===== config.mk =====
export PLATFORM = sky130hd
export DESIGN_NAME = port_mirror_redirect
export DESIGN_NICKNAME = d
export VERILOG_FILES = /design/src/pkg/mirror_pkg.sv /design/src/verilog/entry_hit.sv /design/src/verilog/lowest_one.sv /design/src/verilog/port_mirror_redirect.sv
export VERILOG_INCLUDE_DIRS = /design/src /design/src/pkg
export SDC_FILE = /design/constraint.sdc
export NUM_CORES = 2
export LEC_CHECK = 0
export BUFFER_PORTS_ARGS = -buffer_cell sky130_fd_sc_hd__buf_2
export CORE_MARGIN = 2
export CORE_UTILIZATION = 55
export CTS_CLUSTER_SIZE = 20
export DETAILED_ROUTE_END_ITERATION = 10
export GPL_ROUTABILITY_DRIVEN = 1
export PLACE_DENSITY_LB_ADDON = 0.05
export SETUP_SLACK_MARGIN = 0.4
export SLEW_MARGIN = 20
export SYNTH_ARGS = -nofsm -noshare
export SYNTH_HDL_FRONTEND = slang
export SYNTH_SLANG_ARGS = --single-unit

===== constraint.sdc =====
create_clock -name clk_sys -period 37.9 [get_ports clk_sys]
set_clock_uncertainty 0.15 [all_clocks]
set_input_delay 3.79 -clock clk_sys [delete_from_list [all_inputs] [get_ports clk_sys]]
set_output_delay 3.79 -clock clk_sys [all_outputs]
set_load 0.01 [all_outputs]

===== src/pkg/mirror_defines.svh =====
`ifndef MIRROR_DEFINES_SVH
`define MIRROR_DEFINES_SVH

// chassis slots and readback grouping
`define MR_SLOT_MIN       3'h1
`define MR_SLOT_MAX       3'h5
`define MR_PAGE_SIZE      16'h000A
`define MR_VIEW_BYTES     8'h28

// descriptor widths
`define MR_MOD_W          3
`define MR_PORT_W         4
`define MR_TAG_W          8
`define MR_FWD_W          16
`define MR_ADDR_W         8

// register offsets
`define MR_REG_MODE       8'h00
`define MR_REG_CMD        8'h04
`define MR_REG_SAVE       8'h08
`define MR_REG_STATUS     8'h0C
`define MR_REG_PAGE       8'h10
`define MR_REG_DROPS      8'h14
`define MR_REG_VIEW       8'h40

// command and view word fields
`define MR_F_SMOD_LSB     0
`define MR_F_SPORT_LSB    4
`define MR_F_DMOD_LSB     8
`define MR_F_DPORT_LSB    12
`define MR_F_ERR_OFF_BIT  16
`define MR_F_OP_ADD_BIT   24
`define MR_F_VALID_BIT    31

// status word fields
`define MR_ST_SAVED_BIT   0
`define MR_ST_CMDERR_BIT  1
`define MR_ST_NEXT_BIT    2
`define MR_ST_PREV_BIT    3

// reset values and the drop counter ceiling
`define MR_MODE_RST       5'h00
`define MR_PAGE_RST       8'h00
`define MR_WORD_RST       32'h0000_0000
`define MR_DROP_MAX       16'hFFFF

`endif


===== src/pkg/mirror_pkg.sv =====
package mirror_pkg;
`include "mirror_defines.svh"

    typedef struct packed {
        logic                   err_off;
        logic [`MR_PORT_W-1:0]  dst_port;
        logic [`MR_MOD_W-1:0]   dst_mod;
        logic [`MR_PORT_W-1:0]  src_port;
        logic [`MR_MOD_W-1:0]   src_mod;
    } entry_s;

    typedef struct packed {
        logic [`MR_TAG_W-1:0]   tag;
        logic                   err;
        logic [`MR_FWD_W-1:0]   fwd;
        logic [`MR_PORT_W-1:0]  src_port;
        logic [`MR_MOD_W-1:0]   src_mod;
    } frame_s;

    typedef struct packed {
        logic [`MR_TAG_W-1:0]   tag;
        logic                   err;
        logic [`MR_PORT_W-1:0]  dst_port;
        logic [`MR_MOD_W-1:0]   dst_mod;
    } copy_s;

endpackage


===== src/verilog/entry_hit.sv =====
`timescale 1ns/10ps
`default_nettype none
`include "mirror_defines.svh"
module entry_hit
    import mirror_pkg::*;
(
    // entry and key
    input  wire entry_s                 ent,
    input  wire logic [`MR_MOD_W-1:0]   src_mod,
    input  wire logic [`MR_PORT_W-1:0]  src_port,
    input  wire logic [`MR_MOD_W-1:0]   dst_mod,
    input  wire logic [`MR_PORT_W-1:0]  dst_port,
    input  wire logic                   use_dst,
    // result
    output logic                        hit
);
    assign hit = (ent.src_mod == src_mod) && (ent.src_port == src_port) &&
                 (!use_dst || ((ent.dst_mod == dst_mod) && (ent.dst_port == dst_port)));
endmodule
`default_nettype wire


===== src/verilog/lowest_one.sv =====
`timescale 1ns/10ps
`default_nettype none
module lowest_one #(
    parameter int W  = 8,
    parameter int IW = 3
) (
    // request vector
    input  wire logic [W-1:0]   vec,
    // lowest set bit
    output logic                found,
    output logic [IW-1:0]       idx
);
    always_comb begin
        found = 1'b0;
        idx   = '0;
        for (int i = W - 1; i >= 0; i--) begin
            if (vec[i]) begin
                found = 1'b1;
                idx   = IW'(i);
            end
        end
    end
endmodule
`default_nettype wire


===== src/verilog/port_mirror_redirect.sv =====
// How it works
// - copies are made only while the source slot runs transparent bridging.
// - module identifiers outside slots one to five are refused.
// - a module identifier is the slot number holding the module.
// - one source may list many destinations; each gets a copy.
// - a port may be source of some entries and destination of others.
// - every arriving frame is forwarded normally regardless of mirroring.
// - error-copy on sends errored and valid frames; off sends only valid.
// - a new entry takes error copying from the command's err_off bit; a plain add turns it on.
// - management adds or deletes a source and destination pair.
// - readback shows groups of ten; next and previous only where groups exist.
// - staged changes take effect together on save, which is confirmed.
`timescale 1ns/10ps
`default_nettype none
`include "mirror_defines.svh"
module port_mirror_redirect
    import mirror_pkg::*;
#(
    parameter int NENT = 32
) (
    // clock and reset
    input  wire logic                   clk_sys,
    input  wire logic                   rstn,
    // register port
    input  wire logic [`MR_ADDR_W-1:0]  addr,
    input  wire logic [31:0]            wr_data,
    input  wire logic                   wr_en,
    input  wire logic                   rd_en,
    output logic [31:0]                 rd_data,
    // frames from switch ports
    input  wire logic                   frm_valid,
    input  wire frame_s                 frm,
    // normal forwarding
    output logic                        fwd_valid,
    output frame_s                      fwd_frame,
    // mirrored copies toward monitor ports
    input  wire logic                   mir_ready,
    output logic                        mir_valid,
    output copy_s                       mir_copy
);
    localparam int CW = $clog2(NENT + 1);
    localparam int IW = $clog2(NENT);

    entry_s              stg_mem [NENT];
    entry_s              act_mem [NENT];
    logic [CW-1:0]       stg_cnt_reg;
    logic [CW-1:0]       act_cnt_reg;
    logic [4:0]          mode_reg;
    logic [7:0]          page_reg;
    logic                saved_reg;
    logic                cmd_err_reg;
    logic [15:0]         drop_reg;
    logic [NENT-1:0]     pend_reg;
    frame_s              cur_reg;
    logic [31:0]         rd_next;

    function automatic logic slot_ok(input logic [`MR_MOD_W-1:0] m);
        return (m >= `MR_SLOT_MIN) && (m <= `MR_SLOT_MAX);
    endfunction

    // register strobes
    logic cmd_wr;
    logic save_wr;
    logic mode_wr;
    logic page_wr;
    logic st_rd;
    assign cmd_wr  = wr_en && (addr == `MR_REG_CMD);
    assign save_wr = wr_en && (addr == `MR_REG_SAVE);
    assign mode_wr = wr_en && (addr == `MR_REG_MODE);
    assign page_wr = wr_en && (addr == `MR_REG_PAGE);
    assign st_rd   = rd_en && (addr == `MR_REG_STATUS);

    // command decode; err_off low means copy errors, so a plain add gives ON
    entry_s cmd_ent;
    logic   cmd_add;
    logic   cmd_ok;
    assign cmd_ent.src_mod  = wr_data[`MR_F_SMOD_LSB +: `MR_MOD_W];
    assign cmd_ent.src_port = wr_data[`MR_F_SPORT_LSB +: `MR_PORT_W];
    assign cmd_ent.dst_mod  = wr_data[`MR_F_DMOD_LSB +: `MR_MOD_W];
    assign cmd_ent.dst_port = wr_data[`MR_F_DPORT_LSB +: `MR_PORT_W];
    assign cmd_ent.err_off  = wr_data[`MR_F_ERR_OFF_BIT];
    assign cmd_add          = wr_data[`MR_F_OP_ADD_BIT];
    assign cmd_ok = slot_ok(cmd_ent.src_mod) && slot_ok(cmd_ent.dst_mod) &&
                    !((cmd_ent.src_mod == cmd_ent.dst_mod) &&
                      (cmd_ent.src_port == cmd_ent.dst_port));

    // staged table lookup of the exact pair
    logic [NENT-1:0] stg_vec;
    logic [NENT-1:0] act_vec;
    logic            stg_found;
    logic [IW-1:0]   stg_idx;
    logic [IW-1:0]   stg_last;
    logic            stg_full;
    assign stg_last = IW'(stg_cnt_reg - CW'(1));
    assign stg_full = (stg_cnt_reg == CW'(NENT));

    for (genvar g = 0; g < NENT; g++) begin : g_ent
        logic stg_raw;
        logic act_raw;
        entry_hit u_stg_hit (
            .ent      (stg_mem[g]),
            .src_mod  (cmd_ent.src_mod),
            .src_port (cmd_ent.src_port),
            .dst_mod  (cmd_ent.dst_mod),
            .dst_port (cmd_ent.dst_port),
            .use_dst  (1'b1),
            .hit      (stg_raw)
        );
        assign stg_vec[g] = stg_raw && (CW'(g) < stg_cnt_reg);
        // any number of entries may share a source; each one hits
        entry_hit u_act_hit (
            .ent      (act_mem[g]),
            .src_mod  (frm.src_mod),
            .src_port (frm.src_port),
            .dst_mod  (frm.src_mod),
            .dst_port (frm.src_port),
            .use_dst  (1'b0),
            .hit      (act_raw)
        );
        assign act_vec[g] = act_raw && (CW'(g) < act_cnt_reg) &&
                            (!act_mem[g].err_off || !frm.err) &&
                            !((act_mem[g].dst_mod == frm.src_mod) &&
                              (act_mem[g].dst_port == frm.src_port));
    end

    lowest_one #(
        .W  (NENT),
        .IW (IW)
    ) u_stg_pick (
        .vec   (stg_vec),
        .found (stg_found),
        .idx   (stg_idx)
    );

    // staged edits; delete moves the last entry into the hole to stay packed
    always_ff @(posedge clk_sys) begin
        if (!rstn) begin
            stg_cnt_reg <= '0;
        end else if (cmd_wr && cmd_ok) begin
            if (cmd_add) begin
                if (stg_found) begin
                    stg_mem[stg_idx].err_off <= cmd_ent.err_off;
                end else if (!stg_full) begin
                    stg_mem[IW'(stg_cnt_reg)] <= cmd_ent;
                    stg_cnt_reg <= stg_cnt_reg + CW'(1);
                end
            end else if (stg_found) begin
                stg_mem[stg_idx] <= stg_mem[stg_last];
                stg_cnt_reg <= stg_cnt_reg - CW'(1);
            end
        end
    end

    // commit the whole staged table at once
    always_ff @(posedge clk_sys) begin
        if (!rstn) begin
            act_cnt_reg <= '0;
        end else if (save_wr) begin
            for (int i = 0; i < NENT; i++) begin
                act_mem[i] <= stg_mem[i];
            end
            act_cnt_reg <= stg_cnt_reg;
        end
    end

    // sticky flags, cleared by a status read; a new event wins over the clear
    logic cmd_rej;
    assign cmd_rej = cmd_wr && (!cmd_ok || (cmd_add ? (!stg_found && stg_full) : !stg_found));

    always_ff @(posedge clk_sys) begin
        if (!rstn) begin
            saved_reg <= 1'b0;
        end else if (save_wr) begin
            saved_reg <= 1'b1;
        end else if (st_rd) begin
            saved_reg <= 1'b0;
        end
    end

    always_ff @(posedge clk_sys) begin
        if (!rstn) begin
            cmd_err_reg <= 1'b0;
        end else if (cmd_rej) begin
            cmd_err_reg <= 1'b1;
        end else if (st_rd) begin
            cmd_err_reg <= 1'b0;
        end
    end

    // one bit per slot; bit n-1 is slot n
    always_ff @(posedge clk_sys) begin
        if (!rstn) begin
            mode_reg <= `MR_MODE_RST;
        end else if (mode_wr) begin
            mode_reg <= wr_data[4:0];
        end
    end

    // readback groups
    logic [15:0] next_base;
    logic        has_next;
    logic        has_prev;
    logic [15:0] req_base;
    assign next_base = (16'(page_reg) + 16'h0001) * `MR_PAGE_SIZE;
    assign has_next  = next_base < 16'(act_cnt_reg);
    assign has_prev  = (page_reg != `MR_PAGE_RST);
    assign req_base  = 16'(wr_data[7:0]) * `MR_PAGE_SIZE;

    always_ff @(posedge clk_sys) begin
        if (!rstn) begin
            page_reg <= `MR_PAGE_RST;
        end else if (page_wr && ((wr_data[7:0] == `MR_PAGE_RST) ||
                                 (req_base < 16'(act_cnt_reg)))) begin
            page_reg <= wr_data[7:0];
        end
    end

    // normal path is one flop deep and never looks at the mirror state
    always_ff @(posedge clk_sys) begin
        if (!rstn) begin
            fwd_valid <= 1'b0;
            fwd_frame <= '0;
        end else begin
            fwd_valid <= frm_valid;
            fwd_frame <= frm;
        end
    end

    // mirror scan: one copy per cycle from the pending hit vector
    logic [`MR_MOD_W-1:0] mode_bit;
    logic                 mode_on;
    logic [NENT-1:0]      new_vec;
    logic                 busy;
    logic                 pick_found;
    logic [IW-1:0]        pick_idx;
    logic [NENT-1:0]      pick_hot;
    assign mode_bit = frm.src_mod - `MR_SLOT_MIN;
    // slot number minus one (MR_SLOT_MIN) selects the mode bit
    assign mode_on  = slot_ok(frm.src_mod) && mode_reg[mode_bit];
    assign new_vec  = mode_on ? act_vec : '0;
    assign busy     = |pend_reg;
    assign pick_hot = NENT'(1) << pick_idx;

    lowest_one #(
        .W  (NENT),
        .IW (IW)
    ) u_mir_pick (
        .vec   (pend_reg),
        .found (pick_found),
        .idx   (pick_idx)
    );

    // a save rewrites the table under the scan, so the scan is abandoned
    always_ff @(posedge clk_sys) begin
        if (!rstn) begin
            pend_reg <= '0;
        end else if (save_wr) begin
            pend_reg <= '0;
        end else if (busy) begin
            pend_reg <= pend_reg & ~pick_hot;
        end else if (frm_valid) begin
            pend_reg <= new_vec;
        end
    end

    always_ff @(posedge clk_sys) begin
        if (!rstn) begin
            cur_reg <= '0;
        end else if (frm_valid && !busy) begin
            cur_reg <= frm;
        end
    end

    always_ff @(posedge clk_sys) begin
        if (!rstn) begin
            mir_valid <= 1'b0;
            mir_copy  <= '0;
        end else if (busy && pick_found && mir_ready && !save_wr) begin
            mir_valid         <= 1'b1;
            mir_copy.tag      <= cur_reg.tag;
            mir_copy.err      <= cur_reg.err;
            mir_copy.dst_mod  <= act_mem[pick_idx].dst_mod;
            mir_copy.dst_port <= act_mem[pick_idx].dst_port;
        end else begin
            mir_valid <= 1'b0;
        end
    end

    // congested copies and frames with mirror hits arriving mid-scan are counted, not held
    logic [1:0]  drop_inc;
    logic [16:0] drop_sum;
    assign drop_inc = {1'b0, busy && (!mir_ready || save_wr)} +
                      {1'b0, frm_valid && busy && (|new_vec)};
    assign drop_sum = {1'b0, drop_reg} + {15'h0000, drop_inc};

    always_ff @(posedge clk_sys) begin
        if (!rstn) begin
            drop_reg <= '0;
        end else if (drop_sum[16]) begin
            drop_reg <= `MR_DROP_MAX;
        end else begin
            drop_reg <= drop_sum[15:0];
        end
    end

    // register reads, answered in the following cycle only
    logic [7:0]  view_off;
    logic        view_hit;
    logic [15:0] view_idx;
    entry_s      view_ent;
    assign view_off = addr - `MR_REG_VIEW;
    assign view_hit = (addr >= `MR_REG_VIEW) && (view_off < `MR_VIEW_BYTES) &&
                      (addr[1:0] == 2'b00);
    assign view_idx = 16'(page_reg) * `MR_PAGE_SIZE + 16'(view_off[7:2]);
    assign view_ent = act_mem[IW'(view_idx)];

    always_comb begin
        rd_next = `MR_WORD_RST;
        case (addr)
            `MR_REG_MODE: begin
                rd_next[4:0] = mode_reg;
            end
            `MR_REG_STATUS: begin
                rd_next[`MR_ST_SAVED_BIT]  = saved_reg;
                rd_next[`MR_ST_CMDERR_BIT] = cmd_err_reg;
                rd_next[`MR_ST_NEXT_BIT]   = has_next;
                rd_next[`MR_ST_PREV_BIT]   = has_prev;
                rd_next[15:8]              = 8'(act_cnt_reg);
                rd_next[23:16]             = page_reg;
            end
            `MR_REG_PAGE: begin
                rd_next[7:0] = page_reg;
            end
            `MR_REG_DROPS: begin
                rd_next[15:0] = drop_reg;
            end
            default: begin
                if (view_hit && (view_idx < 16'(act_cnt_reg))) begin
                    rd_next[`MR_F_SMOD_LSB +: `MR_MOD_W]   = view_ent.src_mod;
                    rd_next[`MR_F_SPORT_LSB +: `MR_PORT_W] = view_ent.src_port;
                    rd_next[`MR_F_DMOD_LSB +: `MR_MOD_W]   = view_ent.dst_mod;
                    rd_next[`MR_F_DPORT_LSB +: `MR_PORT_W] = view_ent.dst_port;
                    rd_next[`MR_F_ERR_OFF_BIT]             = view_ent.err_off;
                    rd_next[`MR_F_VALID_BIT]               = 1'b1;
                end
            end
        endcase
    end

    always_ff @(posedge clk_sys) begin
        if (!rstn) begin
            rd_data <= `MR_WORD_RST;
        end else if (rd_en) begin
            rd_data <= rd_next;
        end else begin
            rd_data <= `MR_WORD_RST;
        end
    end

    // checks
    chk_fwd_always: assert property (@(posedge clk_sys) disable iff (!rstn)
        frm_valid |=> fwd_valid && (fwd_frame == $past(frm)))
        else $error("arriving frame not forwarded");

    chk_mode_gate: assert property (@(posedge clk_sys) disable iff (!rstn)
        (frm_valid && !busy && !mode_on) |=> !busy)
        else $error("mirror hit outside bridging mode");

    chk_slot_range: assert property (@(posedge clk_sys) disable iff (!rstn)
        mir_valid |-> (mir_copy.dst_mod >= `MR_SLOT_MIN) && (mir_copy.dst_mod <= `MR_SLOT_MAX))
        else $error("copy sent to slot out of range");

    chk_no_loopback: assert property (@(posedge clk_sys) disable iff (!rstn)
        mir_valid |-> !((mir_copy.dst_mod == cur_reg.src_mod) &&
                        (mir_copy.dst_port == cur_reg.src_port)))
        else $error("copy returned to ingress port");

    chk_err_filter: assert property (@(posedge clk_sys) disable iff (!rstn)
        (busy && mir_ready && !save_wr && cur_reg.err) |-> !act_mem[pick_idx].err_off)
        else $error("errored copy sent with error copying off");

    chk_congest_drop: assert property (@(posedge clk_sys) disable iff (!rstn)
        (busy && !mir_ready) |=> !mir_valid && (drop_reg != $past(drop_reg) ||
                                                drop_reg == `MR_DROP_MAX))
        else $error("congested copy neither dropped nor counted");

    chk_save_commit: assert property (@(posedge clk_sys) disable iff (!rstn)
        save_wr |=> (act_cnt_reg == $past(stg_cnt_reg)) && saved_reg && (pend_reg == '0))
        else $error("save did not commit staged table");

    chk_add_grows: assert property (@(posedge clk_sys) disable iff (!rstn)
        (cmd_wr && cmd_ok && cmd_add && !stg_found && !stg_full) |=>
            (stg_cnt_reg == $past(stg_cnt_reg) + CW'(1)))
        else $error("add did not grow staged table");

    chk_del_shrinks: assert property (@(posedge clk_sys) disable iff (!rstn)
        (cmd_wr && cmd_ok && !cmd_add && stg_found) |=>
            (stg_cnt_reg == $past(stg_cnt_reg) - CW'(1)))
        else $error("delete did not shrink staged table");

    chk_read_slot: assert property (@(posedge clk_sys) disable iff (!rstn)
        !rd_en |=> (rd_data == `MR_WORD_RST))
        else $error("read data outside the answer cycle");

endmodule
`default_nettype wire


* After elaboration in Yosys (flattened, before gate mapping)
Memory sizes are Yosys's and may differ from the RTL's. A register that Yosys moved wholly into a read port is not among the register bits. Cells that the tools add are included.
Cells by class: add/sub/neg operators 8, multipliers 3, divide/modulo/power cells 0, order comparisons 76, equal/unequal tests 266, shifts and indexed selects 1, mux-type cells 177, bitwise operators 5, reductions and logical operators 440
Operators by type and width (number):
- 4-bit == test | 129
- 3-bit == test | 129
- 5-bit two-way mux | 66
- 1-bit logical AND | 314
- 5-bit by 6-bit less-than comparator with 1-bit output (first input constant) | 32
- 4-bit by 6-bit less-than comparator with 1-bit output (first input constant) | 16
- 32-bit two-way mux | 3
- 1-bit two-way mux | 90
- 1-bit zero test | 72
- 32-bit OR reduction | 2
- 3-bit by 6-bit less-than comparator with 1-bit output (first input constant) | 8
- 1-bit logical OR | 35
- 32-bit AND | 1
- 32-bit NOT | 1
- 1-bit by 5-bit << shifter with 32-bit output (first input constant) | 1
- 13-bit by 6-bit less-than comparator with 1-bit output | 2
- 1-bit by 6-bit less-than comparator with 1-bit output (first input constant) | 4
- 2-bit by 6-bit less-than comparator with 1-bit output (first input constant) | 4
- 6-bit two-way mux | 4
- 8-bit by 3-bit multiplier with 11-bit output (second input constant) | 2
- 3-bit one-hot mux with 3 select lines | 2
- 16-bit by 2-bit adder with 17-bit output | 1
- 8-bit by 4-bit == test with 1-bit output (second input constant) | 2
- 8-bit by 5-bit == test with 1-bit output (second input constant) | 2
- 40 further kinds | 54
Storage, ports and cells: flip-flop bits (word level) 159, latch bits 0, bits in writable memories 960, memory bits (read-only) 0, bits of input ports 78, output and inout bits 82, logic and storage cells 1001, memories 2
Memory list:
- act_mem | words 32, width 15, rd ports 34, clocked after Yosys merged registers in 1, write ports 32, line port_mirror_redirect.sv:45 | entry_s act_mem [NENT];
- stg_mem | words 32, width 15, rd ports 33, clocked after Yosys merged registers in 0, write ports 1, line port_mirror_redirect.sv:44 | entry_s stg_mem [NENT];

* Depth between registers and ports, before layout
An unclocked memory read counts as a cell.
word-level depth 44, mapped depth 26, gate-level depth less buffers 19

* Hierarchy
Synthesis repeated with hierarchy kept, for this count alone.
Second synthesis, totals: cells, all modules 4342, area, all modules 60718.2 µm²
Modules (own cells, without submodules):
- port_mirror_redirect | instances 1, cells an instance 2996, area an instance 50208.2 µm², seq. area each 32010.7 µm²
- entry_hit | instances 64, cells an instance 19, area an instance 152.6 µm², seq. area each 0.0 µm²
- lowest_one | instances 2, cells an instance 65, area an instance 370.4 µm², seq. area each 0.0 µm²

* Worst setup path before layout
No wires, ideal clock.
path kind input-to-reg, from input addr[7], to memory act_mem[0][0] (netlist name), enable pin, setup time 1.911 ns, arrival 37.219 ns, data required time 35.839 ns, path slack -1.380 ns, cell stages on the path 4, path buffers 0, path through inv_1 > ha_1 > or4b_2 > nor3_1
RTL lines:
- start: declaration | line port_mirror_redirect.sv:25 | input wire logic [`MR_ADDR_W-1:0] addr,
- end: declaration | line port_mirror_redirect.sv:45

* Final worst setup path
from input frm[2] (netlist name), to register drop_reg[3]
On the way: cells in the longest elaborated chain, start to end 11, elaborated cells on any way between the ends 269, classes of those cells add/sub (3); order compare (2); eq/ne (64); mux (4); reduce/logical (196)
RTL lines:
- start: declaration | line port_mirror_redirect.sv:32 | input wire frame_s frm,
- branches (longest 5 deep; another with 3-bit by 1-bit subtractor with 3-bit output)
- 32-bit two-way mux (*) | line port_mirror_redirect.sv:240 | assign new_vec = mode_on ? act_vec : '0;
- 32-bit OR reduction (*) | line port_mirror_redirect.sv:293 | {1'b0, frm_valid && busy && (|new_vec)};
- 1-bit logical AND (*) | line port_mirror_redirect.sv:293
- 1-bit by 1-bit adder with 2-bit output (*) | line port_mirror_redirect.sv:292 | assign drop_inc = {1'b0, busy && (!mir_ready || save_wr)} +
- 16-bit by 2-bit adder with 17-bit output (*) | line port_mirror_redirect.sv:294 | assign drop_sum = {1'b0, drop_reg} + {15'h0000, drop_inc};
- 16-bit two-way mux (*) | line port_mirror_redirect.sv:299 | end else if (drop_sum[16]) begin
- end signal: assignment | line port_mirror_redirect.sv:300 | drop_reg <= `MR_DROP_MAX;
- end signal: assignment | line port_mirror_redirect.sv:302 | drop_reg <= drop_sum[15:0];
- end: declaration | line port_mirror_redirect.sv:52 | logic [15:0] drop_reg;
Every way passes the cells marked *. The select of a mux whose other input is x is not followed. A chain may end at the register's enable or synchronous reset.

==> flow_summary.toml <==
[placement]
post-place-ws_ps = 27480
gp_congestion = 1.06
dpl.cell_count = 5795
place_hpwl_um = 179000
io_buffers = 137
placed_area_um2 = 62400

[global_routing]
grt-ovfl-total = 0
first_global_vias = 39766
grtUsageTotal = 0.424
grt_max_degree = 100
antenna_found_initial = 8
grt_pass1_wl_um = 325000

[setup_path]
crit_path_end_kind = "flip-flop"
start_kind = "primary input"
cp_max_fo = 39
reg2reg_to = "drop_reg[11]$_SDFF_PN0_"
worstPathCellList = "buf_4, buf_4, buf_4, nor2_1, a211oi_1, a211o_1, a21oi_1, nor4b_2, nor4_1, nand3_1, a2111oi_0, a41oi_1, fa_1, ha_1, and3_1, nand4_1, a21oi_1"
regToRegSetupSlack_ps = 31410
reg2regPathDepth = 13
r2r-start = "act_cnt_reg[5]$_SDFFE_PN0P_"
crit_path_frequent_cell = "buf_4"
crit_path_top_delay_cell = "a2111oi_0"
critPathArrivalTime_ps = 10280
worstPathRequired_ps = 38360
path_class = "in -> reg"
cpPeakStageDelay_ps = 740

[timing]
hold_viol = 0
fmax_mhz = 102
tightestPinTransition_ps = 1260
hold_slack_ps = 302
setup-tns-final_ps = 0
rsz0062_at_grt = "no"
maxSlewViolCount = 0
finalCritPeriodShare = 0.259
setup_slack_ps = 28080
post-route-min-period_ps = 9820
slew_headroom = 0.135
setup-violations-final = 0

[route]
vias = 42721
viasPerCell = 7.09
drt-pass1-iter-count = 6
route.antenna.remaining_nets = 0
drc = 0
wl_per_cell_um = 39.4
first_iter_violations = 7426
totalWireLength_um = 237000

[power]
comb_power_share = 0.058
p_per_area_nw_per_um2 = 40.7
p_leak_nw = 21.2
sw_frac_of_total = 0.233
p_int_mw = 2.08
p_sw_mw = 0.635
clock_power_share = 0.456
total_power_mw = 2.72
seqPwrFrac = 0.486
peakVddDrop_v = 0.0000505

[synthesis]
synth_seq_cells = 1119
netlist_area_um2 = 59900
synth_cell_type_count = 101
async_reset_ff_frac = 0
synth_area_per_cell_um2 = 13.6
yosys_warnings = 0
synthFlopType = "edfxtp_1"
ys_seq_area_frac = 0.535
synth_cells = 4386
synth_edf_count = 960

[floorplan]
fp.dieH_um = 334
rows = 121
die_w_um = 334
io_pins = 160
die_area_um2 = 111000
core_area_um2 = 108000
start_util = 0.552

[layout]
area_growth_pct = 11.5
layout-drive-gt1-share = 0.198
final_nets = 4652
final_util = 0.616
finish.instance_area_um2 = 66700
layoutNonFillerInstCount = 6023
top_regs = "act_mem: 480 flops, stg_mem: 480 flops"

[worst_hold_path]
min_to = "mir_copy[10]$_SDFFE_PN0P_"
min_path_cells = 2
min_from = "mir_copy[10]$_SDFFE_PN0P_"
holdCritPathClass = "reg -> reg"

[clocking]
clock_latency_ps = 760
htree_levels = 3
cts_resized = 0
cts_setup_buffers = 0
cts.sinks = 1119
numCtsBuffers = 117
cts_tree = "built"
clk_pin_slew_ps = 70
root_buffer = "clkbuf_16"
cts_buffer_depth = 3
hold_buffers = 0

[job]
timing.max_cap.violations = 0

[run_status]
status = "complete, no violations"
-- synth_stat cells (8+ instances only) --
library cell,number,share of area
edfxtp_1,960,0.48
xor2_1,509,0.074
xnor2_1,418,0.061
mux4_2,326,0.12
nand2_1,193,0.012
nor4_1,186,0.019
nand4_1,175,0.018
dfxtp_1,159,0.053
nor2_1,135,0.0085
clkbuf_1,134,0.0084
a21oi_1,120,0.010
nor3_1,93,0.0078
mux2i_1,91,0.015
nand3_1,87,0.0073
o21ai_0,78,0.0065
ha_1,69,0.014
buf_1,52,0.0033
a211oi_1,51,0.0064
and2_1,44,0.0046
inv_1,43,0.0027
buf_2,38,0.0032
buf_4,36,0.0045
nor2b_1,30,0.0031
or4_1,28,0.0035
a22oi_1,27,0.0034
a2111oi_0,25,0.0037
buf_6,24,0.0045
nand2b_1,22,0.0023
and3_1,21,0.0022
o211ai_1,16,0.0020
o22ai_1,13,0.0014
a31oi_1,12,0.0013
a41oi_1,8,0.0012
-- power groups by stage --
stage,clock network (mW),registers (mW),logic (mW)
6_report,1.24,1.32,0.157
5_1_grt,1.29,1.32,0.163
4_1_cts,1.24,1.32,0.151
3_5_place_dp,0,1.35,0.150
3_3_place_gp,0,1.35,0.150
2_1_floorplan,0,1.35,0.0968
-- layout make-up --
| class | instances | area, µm² |
|---|---|---|
| fill | 8368 | 41700 |
| sequential | 1119 | 32000 |
| multi-input combinational | 2944 | 26800 |
| clock buffer | 136 | 3100 |
| tap | 1414 | 1770 |
| timing repair buffer | 273 | 1760 |
| clock inverter | 87 | 1090 |
| inverter | 45 | 169 |
| antenna | 5 | 12.5 |
-- worst max-delay path by stage --
| stage | slack (ps) | to | startpoint |
|---|---|---|---|
| finish | 28080 | drop_reg[3]$_SDFF_PN0_ | frm[2] |
| global route | 27960 | drop_reg[3]$_SDFF_PN0_ | frm[1] |
| CTS | 28240 | drop_reg[3]$_SDFF_PN0_ | frm[1] |
| detailed placement | 27480 | drop_reg[11]$_SDFF_PN0_ | frm[1] |
| global placement | 27470 | drop_reg[13]$_SDFF_PN0_ | frm[1] |
| floorplan | 13420 | act_mem[0][0]$_DFFE_PP_ | addr[2] |
-- cells by family (layout without fill, tap and decap cells) --
family	Yosys count	after routing	share of synthesized area
other	1	12	0.0000626
DFF	1119	1119	0.535
buffers and inverters	329	541	0.0267
and+or+nand+nor	1069	1069	0.0969
AOI/OAI and AO/OA	447	447	0.0515
muxes	420	420	0.138
xor gates and xnor gates	927	927	0.136
adders and majority gates	74	74	0.0161
-- critical path, delay by kind of cell --
kind | cells | cell delay (ps)
adders and majority gates | 2 | 850
buffers and inverters | 3 | 1450
AOI/OAI and AO/OA | 6 | 2390
and+or+nand+nor | 6 | 1580
-- cell usage in the layout, fill, tap and decap left out, types with 21 or more instances in the layout --
master,instances
xor2_1,507
nand2_1,192
edfxtp_1,960
clkinv_2,22
ha_1,67
mux2i_1,88
clkbuf_16,120
buf_2,129
inv_1,43
o21ai_0,64
nand3_1,87
nand4_1,175
dfxtp_1,158
a211oi_1,49
nor3_1,83
nor2b_1,30
a21oi_1,117
or4_1,28
a22oi_1,27
mux4_2,326
and2_1,45
and3_1,21
nand2b_1,22
nor2_1,131
buf_4,141
nor4_1,167
xnor2_1,415
-- layer usage --
layer	up-vias	track usage	share of wire
met2	3595	0.574	0.40
li1	17192	-	-
met4	2	0.192	0.054
met3	542	0.168	0.16
met1	21390	0.599	0.38
met5	-	0	0.000076
Note: power is estimated with default switching activity, not from simulation.
